[src/include/spi_port_pkg.sv]
// shared constants for the serial port block
package spi_port_pkg;
   localparam int WORD_BITS  = 16;
   localparam int FIFO_DEPTH = 16;
   localparam int CNT_W      = 5;
   localparam int HALF_W     = 11;
   // base clock is the system clock divided by four
   localparam int BASE_DIV   = 4;
   // secondary prescaler divides by this minus its field
   localparam int SEC_BASE   = 8;
   localparam logic [6:0] PRIM_DIV_00 = 7'h40;
   localparam logic [6:0] PRIM_DIV_01 = 7'h10;
   localparam logic [6:0] PRIM_DIV_10 = 7'h04;
   localparam logic [6:0] PRIM_DIV_11 = 7'h01;
   localparam logic [CNT_W-1:0] LAST_BIT_8  = 5'h07;
   localparam logic [CNT_W-1:0] LAST_BIT_16 = 5'h0F;
   localparam logic [WORD_BITS-1:0] MASK_8  = 16'h00FF;
   localparam logic [WORD_BITS-1:0] MASK_16 = 16'hFFFF;
   localparam logic [WORD_BITS-1:0] WORD_RESET = 16'h0000;
   localparam int MSB_8  = 7;
   localparam int MSB_16 = 15;
   typedef enum logic {ST_IDLE, ST_SHIFT} master_e;
endpackage

[src/rtl/spi_port.sv]
// serial port with master/slave shift engine and transmit fifo
`timescale 1ns/100ps

// transmit fifo; DEPTH must be a power of two
module spi_port_fifo #(
   parameter int WIDTH = 16,
   parameter int DEPTH = 16
) (
   input  wire logic             clk,
   input  wire logic             resetn,
   input  wire logic             clkEn,
   input  wire logic             flush,
   input  wire logic             inValid,
   input  wire logic [WIDTH-1:0] inData,
   output logic                  inReady,
   output logic                  outValid,
   output logic [WIDTH-1:0]      outData,
   input  wire logic             outReady
);
   localparam int PW = $clog2(DEPTH);
   localparam int CW = $clog2(DEPTH + 1);
   logic [WIDTH-1:0] mem [DEPTH];
   logic [PW-1:0]    rdPtr;
   logic [PW-1:0]    wrPtr;
   logic [CW-1:0]    count;
   logic [CW-1:0]    next_count;
   logic             push;
   logic             pop;

   assign push     = inValid && inReady;
   assign pop      = outValid && outReady;
   assign outValid = (count != '0);
   assign outData  = mem[rdPtr];

   always_comb begin
      next_count = count;
      if (push && !pop)
         next_count = count + 1'b1;
      else if (pop && !push)
         next_count = count - 1'b1;
   end

   always_ff @(posedge clk or negedge resetn) begin
      if (!resetn) begin
         rdPtr   <= '0;
         wrPtr   <= '0;
         count   <= '0;
         inReady <= 1'b0;
      end else if (clkEn) begin
         if (flush) begin
            rdPtr   <= '0;
            wrPtr   <= '0;
            count   <= '0;
            inReady <= 1'b1;
         end else begin
            if (push)
               wrPtr <= wrPtr + 1'b1;
            if (pop)
               rdPtr <= rdPtr + 1'b1;
            count   <= next_count;
            // registered ready keeps the write port glitch free
            inReady <= (next_count < CW'(DEPTH));
         end
      end
   end

   always_ff @(posedge clk) begin
      if (clkEn && push && !flush)
         mem[wrPtr] <= inData;
   end
endmodule // spi_port_fifo

// What this block does
// RULE1: one 16-bit shift register behind buffer
// RULE2: four lines: in, out, clock, select
// RULE3: master drives clock, slave receives it
// RULE4: eight or sixteen pulses shift both ways
// RULE5: completion sets flag, enable gates request
// RULE6: finished word moves into receive buffer
// RULE7: unread buffer: set overflow, drop word
// RULE8: overflow freezes port until buffer read
// RULE9: pending transmit word reloads shift register
// RULE10: write is transmit, read is receive
// RULE11: master prescales clock, starts on write
// RULE12: master interrupt at middle of last bit
// RULE13: slave interrupt after final bit latched
// RULE14: select low transfers, high releases output
// RULE15: quarter clock, then two prescalers
// RULE16: edge select picks output change edge
// RULE17: polarity bit sets clock idle level
// RULE18: msb bit 7 or 15; width change resets
// RULE19: select high resets all bit counters
// RULE20: output disable bit gives receive only
// RULE21: stop-in-idle halts during cpu idle
// RULE22: primary 64/16/4/1, secondary eight minus field
// RULE23: transmit and receive full flags
// RULE24: sample phase middle or end of bit
// RULE25: port enable gates all activity
module spi_port
   import spi_port_pkg::*;
#(
   parameter int FIFO_WORDS = spi_port_pkg::FIFO_DEPTH
) (
   input  wire logic                             clk,
   input  wire logic                             clkEn,
   input  wire logic                             resetn,
   input  wire logic                             portEnable,
   input  wire logic                             masterSelect,
   input  wire logic                             wordWidthSelect,
   input  wire logic                             clockIdleLevel,
   input  wire logic                             clockEdgeSelect,
   input  wire logic                             samplePhase,
   input  wire logic                             selectControlEnable,
   input  wire logic                             outPinDisable,
   input  wire logic                             stopInIdle,
   input  wire logic                             cpuIdle,
   input  wire logic [1:0]                       primaryDivider,
   input  wire logic [2:0]                       secondaryDivider,
   input  wire logic                             irqEnable,
   input  wire logic                             irqFlagClear,
   input  wire logic                             wrValid,
   input  wire logic [spi_port_pkg::WORD_BITS-1:0] wrData,
   output logic                                  wrReady,
   input  wire logic                             rdStrobe,
   output logic [spi_port_pkg::WORD_BITS-1:0]    rxWord,
   output logic                                  txFullFlag,
   output logic                                  rxFullFlag,
   output logic                                  rxOverflowFlag,
   output logic                                  irqFlag,
   output logic                                  irqRequest,
   output logic                                  busy,
   input  wire logic                             serialInPin,
   output logic                                  serialOutPin,
   output logic                                  serialOutOe,
   input  wire logic                             shiftClockIn,
   output logic                                  shiftClockOut,
   output logic                                  shiftClockOe,
   input  wire logic                             selectLowPin
);
   import spi_port_pkg::*;

   master_e                state;
   logic [WORD_BITS-1:0]   shiftReg;
   logic [WORD_BITS-1:0]   next_shiftReg;
   logic [WORD_BITS-1:0]   txHold;
   logic [WORD_BITS-1:0]   fifoData;
   logic [WORD_BITS-1:0]   rxCapture;
   logic [CNT_W-1:0]       bitCount;
   logic [CNT_W-1:0]       lastIdx;
   logic [HALF_W-1:0]      halfCnt;
   logic                   halfSel;
   logic                   sckPrev;
   logic                   lastWidth;
   logic                   fifoValid;
   logic                   fifoPop;
   logic                   hold;
   logic                   go;
   logic                   masterTick;
   logic                   midEvt;
   logic                   endEvt;
   logic                   lastBit;
   logic                   slaveOk;
   logic                   leadEdge;
   logic                   trailEdge;
   logic                   sampleEvt;
   logic                   shiftOutEvt;
   logic                   doneEvt;
   logic                   irqEvt;
   logic                   startEvt;
   logic                   loadTx;
   logic                   next_irqFlag;

   // half of one shift clock period in system clocks, less one
   function automatic logic [HALF_W-1:0] halfReload(
      input logic [1:0] prim,
      input logic [2:0] sec
   );
      logic [6:0]  p;
      logic [3:0]  s;
      logic [14:0] full;
      p = PRIM_DIV_11;
      case (prim)
         2'h0:    p = PRIM_DIV_00;
         2'h1:    p = PRIM_DIV_01;
         2'h2:    p = PRIM_DIV_10;
         default: p = PRIM_DIV_11;
      endcase
      s = 4'(SEC_BASE) - {1'b0, sec};
      full = 15'(BASE_DIV) * 15'(p) * 15'(s);
      return HALF_W'((full >> 1) - 15'h1); // RULE15 RULE22
   endfunction

   function automatic logic msbOf(
      input logic [WORD_BITS-1:0] w,
      input logic                 wide
   );
      return wide ? w[MSB_16] : w[MSB_8]; // RULE18
   endfunction

   // software writes queue here ahead of the transmit buffer
   spi_port_fifo #(
      .WIDTH (WORD_BITS),
      .DEPTH (FIFO_WORDS)
   ) txFifo (
      .clk      (clk),
      .resetn   (resetn),
      .clkEn    (clkEn),
      .flush    (hold && !portEnable),
      .inValid  (wrValid),
      .inData   (wrData),
      .inReady  (wrReady),
      .outValid (fifoValid),
      .outData  (fifoData),
      .outReady (fifoPop)
   );
   assign fifoPop = !txFullFlag; // RULE10

   always_comb begin
      lastIdx = wordWidthSelect ? LAST_BIT_16 : LAST_BIT_8;
      lastBit = (bitCount == lastIdx);
      // width change or deselect restarts at the msb
      hold = !portEnable || (wordWidthSelect != lastWidth)
             || (!masterSelect && selectControlEnable
                 && selectLowPin); // RULE25 RULE18 RULE19 RULE14
      go = !hold && !(stopInIdle && cpuIdle); // RULE21
      masterTick = masterSelect && state == ST_SHIFT && go
                   && halfCnt == '0;
      midEvt = masterTick && !halfSel;
      endEvt = masterTick && halfSel;
      leadEdge  = (sckPrev == clockIdleLevel)
                  && (shiftClockIn != clockIdleLevel);
      trailEdge = (sckPrev != clockIdleLevel)
                  && (shiftClockIn == clockIdleLevel);
      // overflow blinds the slave to clock edges
      slaveOk = !masterSelect && go && !rxOverflowFlag; // RULE8 RULE3
      if (masterSelect) begin
         sampleEvt = (midEvt && !samplePhase)
                     || (endEvt && samplePhase); // RULE24
         shiftOutEvt = endEvt && !lastBit;
         doneEvt = endEvt && lastBit;
         irqEvt = midEvt && lastBit; // RULE12
      end else begin
         sampleEvt = slaveOk
                     && (clockEdgeSelect ? leadEdge : trailEdge);
         shiftOutEvt = slaveOk
                     && (clockEdgeSelect ? trailEdge : leadEdge); // RULE16
         doneEvt = sampleEvt && lastBit;
         irqEvt = doneEvt; // RULE13
      end
      startEvt = masterSelect && state == ST_IDLE && txFullFlag
                 && !rxOverflowFlag && go; // RULE11
      loadTx = txFullFlag && (startEvt || (!masterSelect && go
               && (doneEvt || (bitCount == '0 && !sampleEvt
                   && !shiftOutEvt)))); // RULE9
      rxCapture = sampleEvt ? {shiftReg[WORD_BITS-2:0], serialInPin}
                            : shiftReg; // RULE4
      rxCapture = rxCapture & (wordWidthSelect ? MASK_16 : MASK_8);
      next_shiftReg = shiftReg;
      if (loadTx)
         next_shiftReg = txHold;
      else if (sampleEvt)
         next_shiftReg = {shiftReg[WORD_BITS-2:0], serialInPin}; // RULE1
      next_irqFlag = irqEvt || (irqFlag && !irqFlagClear);
   end

   always_ff @(posedge clk or negedge resetn) begin
      if (!resetn) begin
         sckPrev   <= 1'b0;
         lastWidth <= 1'b0;
      end else if (clkEn) begin
         sckPrev   <= shiftClockIn;
         lastWidth <= wordWidthSelect;
      end
   end

   // master sequencing and shift clock generation
   always_ff @(posedge clk or negedge resetn) begin
      if (!resetn) begin
         state         <= ST_IDLE;
         halfCnt       <= '0;
         halfSel       <= 1'b0;
         shiftClockOut <= 1'b0;
      end else if (clkEn) begin
         if (hold || !masterSelect) begin
            state         <= ST_IDLE;
            halfSel       <= 1'b0;
            shiftClockOut <= clockIdleLevel; // RULE17
         end else if (startEvt) begin
            state   <= ST_SHIFT;
            halfCnt <= halfReload(primaryDivider, secondaryDivider);
            halfSel <= 1'b0;
            shiftClockOut <= clockIdleLevel ^ !clockEdgeSelect; // RULE16
         end else if (state == ST_SHIFT && go) begin
            if (masterTick) begin
               halfCnt <= halfReload(primaryDivider, secondaryDivider);
               halfSel <= !halfSel;
               if (doneEvt) begin
                  state         <= ST_IDLE;
                  shiftClockOut <= clockIdleLevel;
               end else if (!halfSel)
                  shiftClockOut <= clockIdleLevel ^ clockEdgeSelect;
               else
                  shiftClockOut <= clockIdleLevel ^ !clockEdgeSelect;
            end else
               halfCnt <= halfCnt - 1'b1;
         end else if (state == ST_IDLE)
            shiftClockOut <= clockIdleLevel; // RULE17
      end
   end

   // shift register, bit counter and serial output
   always_ff @(posedge clk or negedge resetn) begin
      if (!resetn) begin
         shiftReg     <= WORD_RESET;
         bitCount     <= '0;
         serialOutPin <= 1'b0;
         busy         <= 1'b0;
      end else if (clkEn) begin
         if (hold) begin
            bitCount <= '0; // RULE19 RULE18
            busy     <= 1'b0;
         end else begin
            shiftReg <= next_shiftReg;
            if (doneEvt || startEvt)
               bitCount <= '0;
            else if (masterSelect ? endEvt : sampleEvt)
               bitCount <= bitCount + 1'b1; // RULE4
            if (loadTx || shiftOutEvt)
               serialOutPin <= msbOf(next_shiftReg, wordWidthSelect);
            busy <= (state == ST_SHIFT && !doneEvt) || startEvt
                    || (!masterSelect && (bitCount != '0 || sampleEvt)
                        && !doneEvt);
         end
      end
   end

   // pin drivers; slave clock pin is never driven
   always_ff @(posedge clk or negedge resetn) begin
      if (!resetn) begin
         shiftClockOe <= 1'b0;
         serialOutOe  <= 1'b0;
      end else if (clkEn) begin
         shiftClockOe <= portEnable && masterSelect; // RULE3 RULE2
         serialOutOe  <= portEnable && !outPinDisable
                         && (masterSelect || !selectControlEnable
                             || !selectLowPin); // RULE14 RULE20
      end
   end

   // transmit holding buffer
   always_ff @(posedge clk or negedge resetn) begin
      if (!resetn) begin
         txHold     <= WORD_RESET;
         txFullFlag <= 1'b0;
      end else if (clkEn) begin
         if (!portEnable)
            txFullFlag <= 1'b0;
         else if (fifoPop && fifoValid) begin
            txHold     <= fifoData;
            txFullFlag <= 1'b1; // RULE23
         end else if (loadTx)
            txFullFlag <= 1'b0; // RULE23
      end
   end

   // receive buffer; a completing word beats a same-cycle read
   always_ff @(posedge clk or negedge resetn) begin
      if (!resetn) begin
         rxWord         <= WORD_RESET;
         rxFullFlag     <= 1'b0;
         rxOverflowFlag <= 1'b0;
      end else if (clkEn) begin
         if (doneEvt && (!rxFullFlag || rdStrobe)) begin
            rxWord     <= rxCapture; // RULE6
            rxFullFlag <= 1'b1;
         end else if (rdStrobe)
            rxFullFlag <= 1'b0; // RULE10 RULE23
         if (doneEvt && rxFullFlag && !rdStrobe)
            rxOverflowFlag <= 1'b1; // RULE7
         else if (rdStrobe)
            rxOverflowFlag <= 1'b0; // RULE8
      end
   end

   always_ff @(posedge clk or negedge resetn) begin
      if (!resetn) begin
         irqFlag    <= 1'b0;
         irqRequest <= 1'b0;
      end else if (clkEn) begin
         irqFlag    <= next_irqFlag; // RULE5
         irqRequest <= next_irqFlag && irqEnable; // RULE5
      end
   end

   a_rx_move: assert property (@(posedge clk) disable iff (!resetn) // RULE6
      clkEn && doneEvt && !rxFullFlag |=> rxFullFlag
      && rxWord == $past(rxCapture))
      else $error("finished word not moved to receive buffer");
   a_overflow_drop: assert property (@(posedge clk) // RULE7
      disable iff (!resetn)
      clkEn && doneEvt && rxFullFlag && !rdStrobe
      |=> rxOverflowFlag && $stable(rxWord))
      else $error("overflow not flagged or word not dropped");
   a_overflow_freeze: assert property (@(posedge clk) // RULE8
      disable iff (!resetn)
      rxOverflowFlag && !masterSelect |-> !sampleEvt && !doneEvt)
      else $error("slave shifted while overflowed");
   a_irq_gate: assert property (@(posedge clk) disable iff (!resetn) // RULE5
      clkEn && !irqEnable |=> !irqRequest)
      else $error("request raised while enable cleared");
   a_irq_mid: assert property (@(posedge clk) disable iff (!resetn) // RULE12
      clkEn && midEvt && lastBit |=> irqFlag ##0 state == ST_SHIFT)
      else $error("master interrupt not at middle of last bit");
   a_start_write: assert property (@(posedge clk) // RULE11
      disable iff (!resetn)
      clkEn && startEvt |=> state == ST_SHIFT && !txFullFlag
      && shiftClockOe)
      else $error("pending word did not start transfer");
   a_select_release: assert property (@(posedge clk) // RULE14
      disable iff (!resetn)
      clkEn && !masterSelect && selectControlEnable && selectLowPin
      |=> !serialOutOe && bitCount == '0)
      else $error("deselect did not release output");
   a_out_disable: assert property (@(posedge clk) // RULE20
      disable iff (!resetn)
      clkEn && outPinDisable |=> !serialOutOe)
      else $error("output driven while disabled");
   a_idle_level: assert property (@(posedge clk) // RULE17
      disable iff (!resetn)
      clkEn && masterSelect && portEnable && state == ST_IDLE
      && !startEvt |=> shiftClockOut == $past(clockIdleLevel))
      else $error("idle clock level wrong");
   c_master_done: cover property (@(posedge clk) disable iff (!resetn)
      masterSelect && doneEvt);
   c_slave_done: cover property (@(posedge clk) disable iff (!resetn)
      !masterSelect && doneEvt);
   c_overflow: cover property (@(posedge clk) disable iff (!resetn)
      $rose(rxOverflowFlag));
endmodule // spi_port

[config.mk]
export PLATFORM = sky130hd
export DESIGN_NAME = spi_port
export DESIGN_NICKNAME = d
export VERILOG_FILES = /design/src/include/spi_port_pkg.sv /design/src/rtl/spi_port.sv
export SDC_FILE = /design/constraint.sdc
export NUM_CORES = 1
export LEC_CHECK = 0
export BUFFER_PORTS_ARGS = -buffer_cell sky130_fd_sc_hd__buf_2
export CAP_MARGIN = 10
export CORE_MARGIN = 3
export CORE_UTILIZATION = 37
export DETAILED_ROUTE_END_ITERATION = 8
export GPL_TIMING_DRIVEN = 1
export PLACE_DENSITY_LB_ADDON = 0.08
export SLEW_MARGIN = 20
export SYNTH_ARGS = -nofsm -noshare
export SYNTH_HDL_FRONTEND = slang
export SYNTH_SLANG_ARGS = --single-unit
[constraint.sdc]
create_clock -name clk -period 5.5 [get_ports clk]
set_input_delay 0 -clock clk [delete_from_list [all_inputs] [get_ports clk]]
set_output_delay 0 -clock clk [all_outputs]
set_load 0.01 [all_outputs]
Word-level counts from Yosys, hierarchy flattened:

Memory sizes are Yosys's and may differ from the RTL's. A register that Yosys moved wholly into a read port is not among the register bits.
Cells that the tools add are included.

* $add $sub $neg: 9
* multipliers: 2
* order comparisons: 1
* equality and inequality tests: 11
* multiplexer cells: 60
* bitwise operators: 6
* reductions and logical operators: 114

Operators with widths (count)
* $mux W7: 8
* $logic_and A1 B1 Y1: 48
* $mux W16: 3
* $mux W1: 34
* $mux W11: 3
* $sub A11 B1 Y11 const B: 3
* $mux W5: 6
* $logic_not A1 Y1: 23
* $pmux W7 S3: 1
* $mul A7 B4 Y10: 2
* $mux W4: 5
* $and A16 B16 Y16: 1
* $reduce_and A2 Y1: 8
* $logic_or A1 B1 Y1: 15
* $reduce_and A3 Y1: 5
* $reduce_bool A3 Y1: 4
* $logic_not A11 Y1: 1
* $add A5 B1 Y5 const B: 2
* $reduce_bool A2 Y1: 5
* $reduce_bool A5 Y1: 2
* $add A4 B1 Y4 const B: 2
* $eq A5 B4 Y1: 1
* $logic_not A5 Y1: 1
* $lt A5 B5 Y1 const B: 1
* other kinds (13): 19

* register bits: 76
* bits in writable memories: 256
* input bits: 41
* output and inout bits: 27
* word-level logic and storage cells: 226
* memories: 1

Memories
* txFifo.mem: words 16, bits a word 16, read ports 1, clocked after Yosys merged registers in 1, wr ports 1, RTL line spi_port.sv:22 `logic [WIDTH-1:0] mem [DEPTH];`

Logic depth before layout (Yosys ltp):

* word-level depth: 22
* depth in mapped cells: 15
* gate-level depth less buffers: 15

Cells and area by module:

Synthesis repeated with hierarchy kept, for this count alone.

* cell total of the unflattened synthesis: 1033
* area total of the unflattened synthesis: 15467.3 sq um

Modules (own cells, without submodules)
* spi_port_fifo: instances 1, cells each 523, area each 10670.2 sq um, seq. area each 8037.7 sq um
* spi_port: instances 1, cells each 510, area each 4797.1 sq um, seq. area each 1951.9 sq um

Worst setup path before layout:

OpenSTA, ideal clock, no wires.

* kind: register to register
* start: reg halfCnt[3]
* end: reg serialOutPin
* library setup time: 0.125 ns
* arrival time: 2.834 ns
* data required time: 5.375 ns
* path slack: 2.541 ns
* stages on the path, launching flop included: 10
* buffers on the path: 2
* clock period less this slack: 2.959 ns
* path through: dfrtp_1 > or2_1 > buf_2 > or4_1 > buf_2 > or3b_4 > and2_4 > mux2_4 > mux4_2 > mux2_2

* word-level cells in the longest chain between the ends: 15
* elaborated cells between the ends (all ways): 25
* those cells by class: mux (6); reduce/logical (19)

RTL lines
* start: declaration: RTL line spi_port.sv:150 `logic [HALF_W-1:0] halfCnt;`
* start signal: assignment: RTL line spi_port.sv:290 `halfCnt <= halfReload(primaryDivider, secondaryDivider);`
* start signal: assignment: RTL line spi_port.sv:295 `halfCnt <= halfReload(primaryDivider, secondaryDivider);`
* start signal: assignment: RTL line spi_port.sv:305 `halfCnt <= halfCnt - 1'b1;`
* $logic_not A11 Y1 (*): RTL line spi_port.sv:227 `&& halfCnt == '0;`
* $logic_and A1 B1 Y1 (*): RTL line spi_port.sv:227
* $logic_and A1 B1 Y1, on equally long branches: RTL line spi_port.sv:228, spi_port.sv:229
* $logic_and A1 B1 Y1, on equally long branches: RTL line spi_port.sv:237, spi_port.sv:238
* $logic_or A1 B1 Y1: RTL line spi_port.sv:238 `|| (endEvt && samplePhase);`
* $mux W1: RTL line spi_port.sv:236 `if (masterSelect) begin`
* $logic_not A1 Y1: RTL line spi_port.sv:253 `&& (doneEvt || (bitCount == '0 && !sampleEvt`
* $logic_and A1 B1 Y1: RTL line spi_port.sv:253
* $logic_and A1 B1 Y1: RTL line spi_port.sv:254 `&& !shiftOutEvt))));`
* $logic_or A1 B1 Y1: RTL line spi_port.sv:253
* $logic_and A1 B1 Y1: RTL line spi_port.sv:253
* $logic_or A1 B1 Y1: RTL line spi_port.sv:252 `loadTx = txFullFlag && (startEvt || (!masterSelect && go`
* $logic_and A1 B1 Y1: RTL line spi_port.sv:252
* $mux W16 / $logic_or A1 B1 Y1 (equally long branches): RTL line spi_port.sv:259, spi_port.sv:328
* $mux W1 / $reduce_and A3 Y1 (equally long branches)
* end signal: assignment: RTL line spi_port.sv:329 `serialOutPin <= msbOf(next_shiftReg, wordWidthSelect);`
* end: declaration: RTL line spi_port.sv:133 `output logic serialOutPin,`

Mark *: on every way between the ends. The rest lies on a longest branch, timed or not.
A chain may end at the register's enable or synchronous reset.

Final worst setup path:

* start: reg halfCnt[3]
* end: reg rxWord[7] in the netlist's numbering

* word-level cells in the longest chain between the ends: 8
* elaborated cells between the ends (all ways): 14
* those cells by class: mux (3); bitwise (1); reduce/logical (10)

RTL lines
* $logic_not A11 Y1 (*): RTL line spi_port.sv:227
* $logic_and A1 B1 Y1 (*): RTL line spi_port.sv:227
* $logic_and A1 B1 Y1, on equally long branches: RTL line spi_port.sv:228, spi_port.sv:229
* $logic_and A1 B1 Y1, on equally long branches: RTL line spi_port.sv:237, spi_port.sv:238
* $logic_or A1 B1 Y1: RTL line spi_port.sv:238
* $mux W1: RTL line spi_port.sv:236
* $mux W16
* $and A16 B16 Y16: RTL line spi_port.sv:257 `rxCapture = rxCapture & (wordWidthSelect ? MASK_16 : MASK_8);`
* end signal: assignment: RTL line spi_port.sv:374 `rxWord <= rxCapture;`
* end: declaration: RTL line spi_port.sv:125 `output logic [spi_port_pkg::WORD_BITS-1:0] rxWord,`

Marks and branches as above.

==> results.toml <==
[run_status]
status = "finished, final reports clean"

[timing]
tns_ns = 0
fin_ws_ns = 1.754
fmaxAchievable_mhz = 267.0
rsz0062_at_grt = "false"
hold_viol = 0
setup_viol = 0
period_needed_ns = 3.746
relSlewSlack = 0.3399
period_share = 0.6811
slew_violations = 0
finClkSkew_ns = 0.01066
hold_ws_ns = 0.01933
worstMarginPinSlew_ns = 0.9874

[global_route]
grt.total_usage = 0.1619
grt_max_degree = 59
grt_pass1_vias = 8824
grt-ovfl-total = 0
grt_pass1_wl_um = 54140
antenna_found_initial = 7

[cells_and_area]
area_growth_pct = 17.35
drive_gt1_frac = 0.2473
ff_latch_area_mm2 = 0.009995
fin_cells = 1629
multi_input_area_mm2 = 0.004888
nFillCells = 3600
final_nets = 1141
n_antenna_cell = 0

[floorplan]
core_mm2 = 0.04001
row_count = 73
die_x_um = 208.1
start_util = 0.3779
die_h_um = 208.1
dieArea_mm2 = 0.04332
ios = 68

[synthesis]
yosys.area.top_type = "edfxtp_1"
syn_avg_cell_area_um2 = 15.83
ys_seq_area_frac = 0.6607
synth_top_area_share = 0.5084
postSynthCellCount = 955
async_flop_share = 0.2644
synth-seq-cells = 348
synth-main-ff-cell = "edfxtp_1"
synth_edf_count = 256
synthDistinctLibCells = 54
syn_nets = 1022
synthTopCellsByCount = "edfxtp_1 (256), dfrtp_1 (92), mux4_2 (81)"
syn_area_mm2 = 0.01512
synth_area_leaders = "edfxtp_1 (51%), dfrtp_1 (15%), mux4_2 (12%)"
yosysMostFrequentCell = "edfxtp_1"
synth_warnings = 0

[drt]
drtAntennaViolNets = 0
wl_um = 34890
num_vias = 8530
via_per_inst = 5.236
drt_iter0_markers = 561
firstDrtPassIters = 5
wl_per_cell_um = 21.42
drc = 0

[critical_path]
cp_max_fo = 31
crit_path_cell_trace = "or2_1 -> or4_1 -> o31a_1 -> nor3_1 -> nand3_1 -> mux2_2"
slowest_delay_ns = 0.86
worstRegToRegCells = 6
critical_path_class = "flip-flop to flip-flop"
endpoint_kind = "flip-flop"
cp_slowest_cell = "nand3_1"
r2r_slack_ns = 1.75
startpoint_type = "flip-flop"
arrival_ns = 4.15
worst_r2r_endpoint = "rxWord[7]"
r2r-start = "halfCnt[3]"
cp_data_required_time_ns = 5.91

[cts]
post_cts_buffers = 0
clock_sinks = 348
clockBufferDepth = 3
cts-root-buf = "clkbuf_16"
ctsResizeCount = 0
ctsHtreeMaxLevel = 2
cts-hold-fix-buffers = 35
numCtsBuffers = 39
clk_pin_slew_ns = 0.06
cts_tree = "built"
clock_latency_ns = 0.53

[placement]
dpl_worst_slack_ns = 1.769
io_buffers = 67
dp_cells = 1523
place_congestion = 0.8039
dpl.hpwl_um = 21220

[worst_hold_path]
hp-class = "input pin to flip-flop"
hold_depth = 4
hold_start = "primaryDivider[1]"
hold_path_end = "halfCnt[1]"

[job]
drv_cap = 0

[pwr]
power.leakage_uw = 0.006302
ir_worst_vdd_mv = 0.2189
power.density_mw_per_mm2 = 403.3
layer usage:
metal	global-route usage	routed length, um
met3	0.02503	1517
met4	0.04046	602
met5	0	0
met2	0.2703	17030
met1	0.2243	15740
kinds of logic after synthesis:
logic type,Yosys count,synth area share
AOI/OAI and AO/OA,151,0.06513
xor gates and xnor gates,28,0.01622
adders and majority gates,26,0.02251
buffers and inverters,83,0.02110
DFF,348,0.6607
muxes,124,0.1515
and+or+nand+nor,195,0.06281
placed cells by master (no fill, tap or decap), types with 11 or more instances in the layout:
master / netlist / final
mux2_2: 21 / 21
o21ai_0: 46 / 46
o31ai_1: 12 / 12
nor3_1: 23 / 15
nand2_1: 70 / 70
a2bb2oi_1: 14 / 14
nor2_1: 36 / 32
xnor2_1: 11 / 11
buf_2: 6 / 66
ha_1: 24 / 24
dlygate4sd3_1: 0 / 34
o22ai_1: 17 / 17
inv_1: 31 / 31
a21oi_1: 22 / 21
xor2_1: 17 / 17
clkinv_1: 0 / 11
mux4_2: 81 / 81
clkbuf_16: 0 / 40
dfrtp_1: 92 / 90
buf_4: 0 / 29
edfxtp_1: 256 / 256
mux2i_1: 20 / 20
cell type report:
cell class              instances  share of cell area
clock buffers                  48             0.05811
clock inverters                23            0.008321
inverters                      31            0.006558
multi-input cells             524              0.2755
flip-flops and latches        348              0.5633
well taps                     525             0.03702
repair buffers                130             0.05120
metrics by stage:
step | util | total power [uW] | area [um^2]
after global routing | 0.4435 | 7540 | 17740
after detailed placement | 0.4047 | 4805 | 16190
after floorplan | - | 4324 | 15120
final | 0.4435 | 7155 | 17740
after global placement | 0.4045 | 4803 | 16180
after CTS | 0.4432 | 7271 | 17730
where the power goes:
| group | internal, uW | leakage (uW) | switching [uW] |
|---|---|---|---|
| clock network | 1380 | 0.000577 | 1030 |
| logic | 744 | 0.00222 | 693 |
| registers | 3030 | 0.00350 | 277 |
sequential cells by signal, indices dropped and copies added, names as in the netlist:
| signal | count |
|---|---|
| rxWord | 16 |
| txFifo.mem | 256 |
| serialOutOe | 1 |
| shiftClockOe | 1 |
| serialOutPin | 1 |
| halfSel | 1 |
| irqFlag | 1 |
| txFifo.inReady | 1 |
| halfCnt | 11 |
| txFifo.rdPtr | 4 |
| irqRequest | 1 |
| txFullFlag | 1 |
| shiftReg | 16 |
| shiftClockOut | 1 |
| txFifo.wrPtr | 4 |
| lastWidth | 1 |
| bitCount | 5 |
| state | 1 |
| rxFullFlag | 1 |
| busy | 1 |
| sckPrev | 1 |
| txFifo.count | 5 |
| txHold | 16 |
| rxOverflowFlag | 1 |
worst max path at each step:
| stage | startpoint | to | slack, ns | depth (start not counted) |
|---|---|---|---|---|
| 2_1_floorplan | halfCnt[3] | serialOutPin | 2.54 | 9 |
| 5_1_grt | halfCnt[3] | rxWord[10] | 1.38 | 6 |
| 4_1_cts | halfCnt[3] | rxWord[7] | 1.75 | 6 |
| 6_report | halfCnt[3] | rxWord[7] | 1.75 | 6 |
| 3_3_place_gp | halfCnt[3] | rxWord[7] | 1.85 | 6 |
| 3_5_place_dp | halfCnt[3] | rxWord[7] | 1.77 | 6 |
worst max-delay path: cells and delay by family, from the launching register on:
| kind | cells | cell delay (ns) |
|---|---|---|
| flip-flops | 1 | 0.39 |
| multiplexers | 1 | 0.55 |
| AO/OA/AOI/OAI | 1 | 0.40 |
| AND/OR/NAND/NOR | 4 | 2.27 |
No activity file was read; power rests on OpenSTA's default activity.
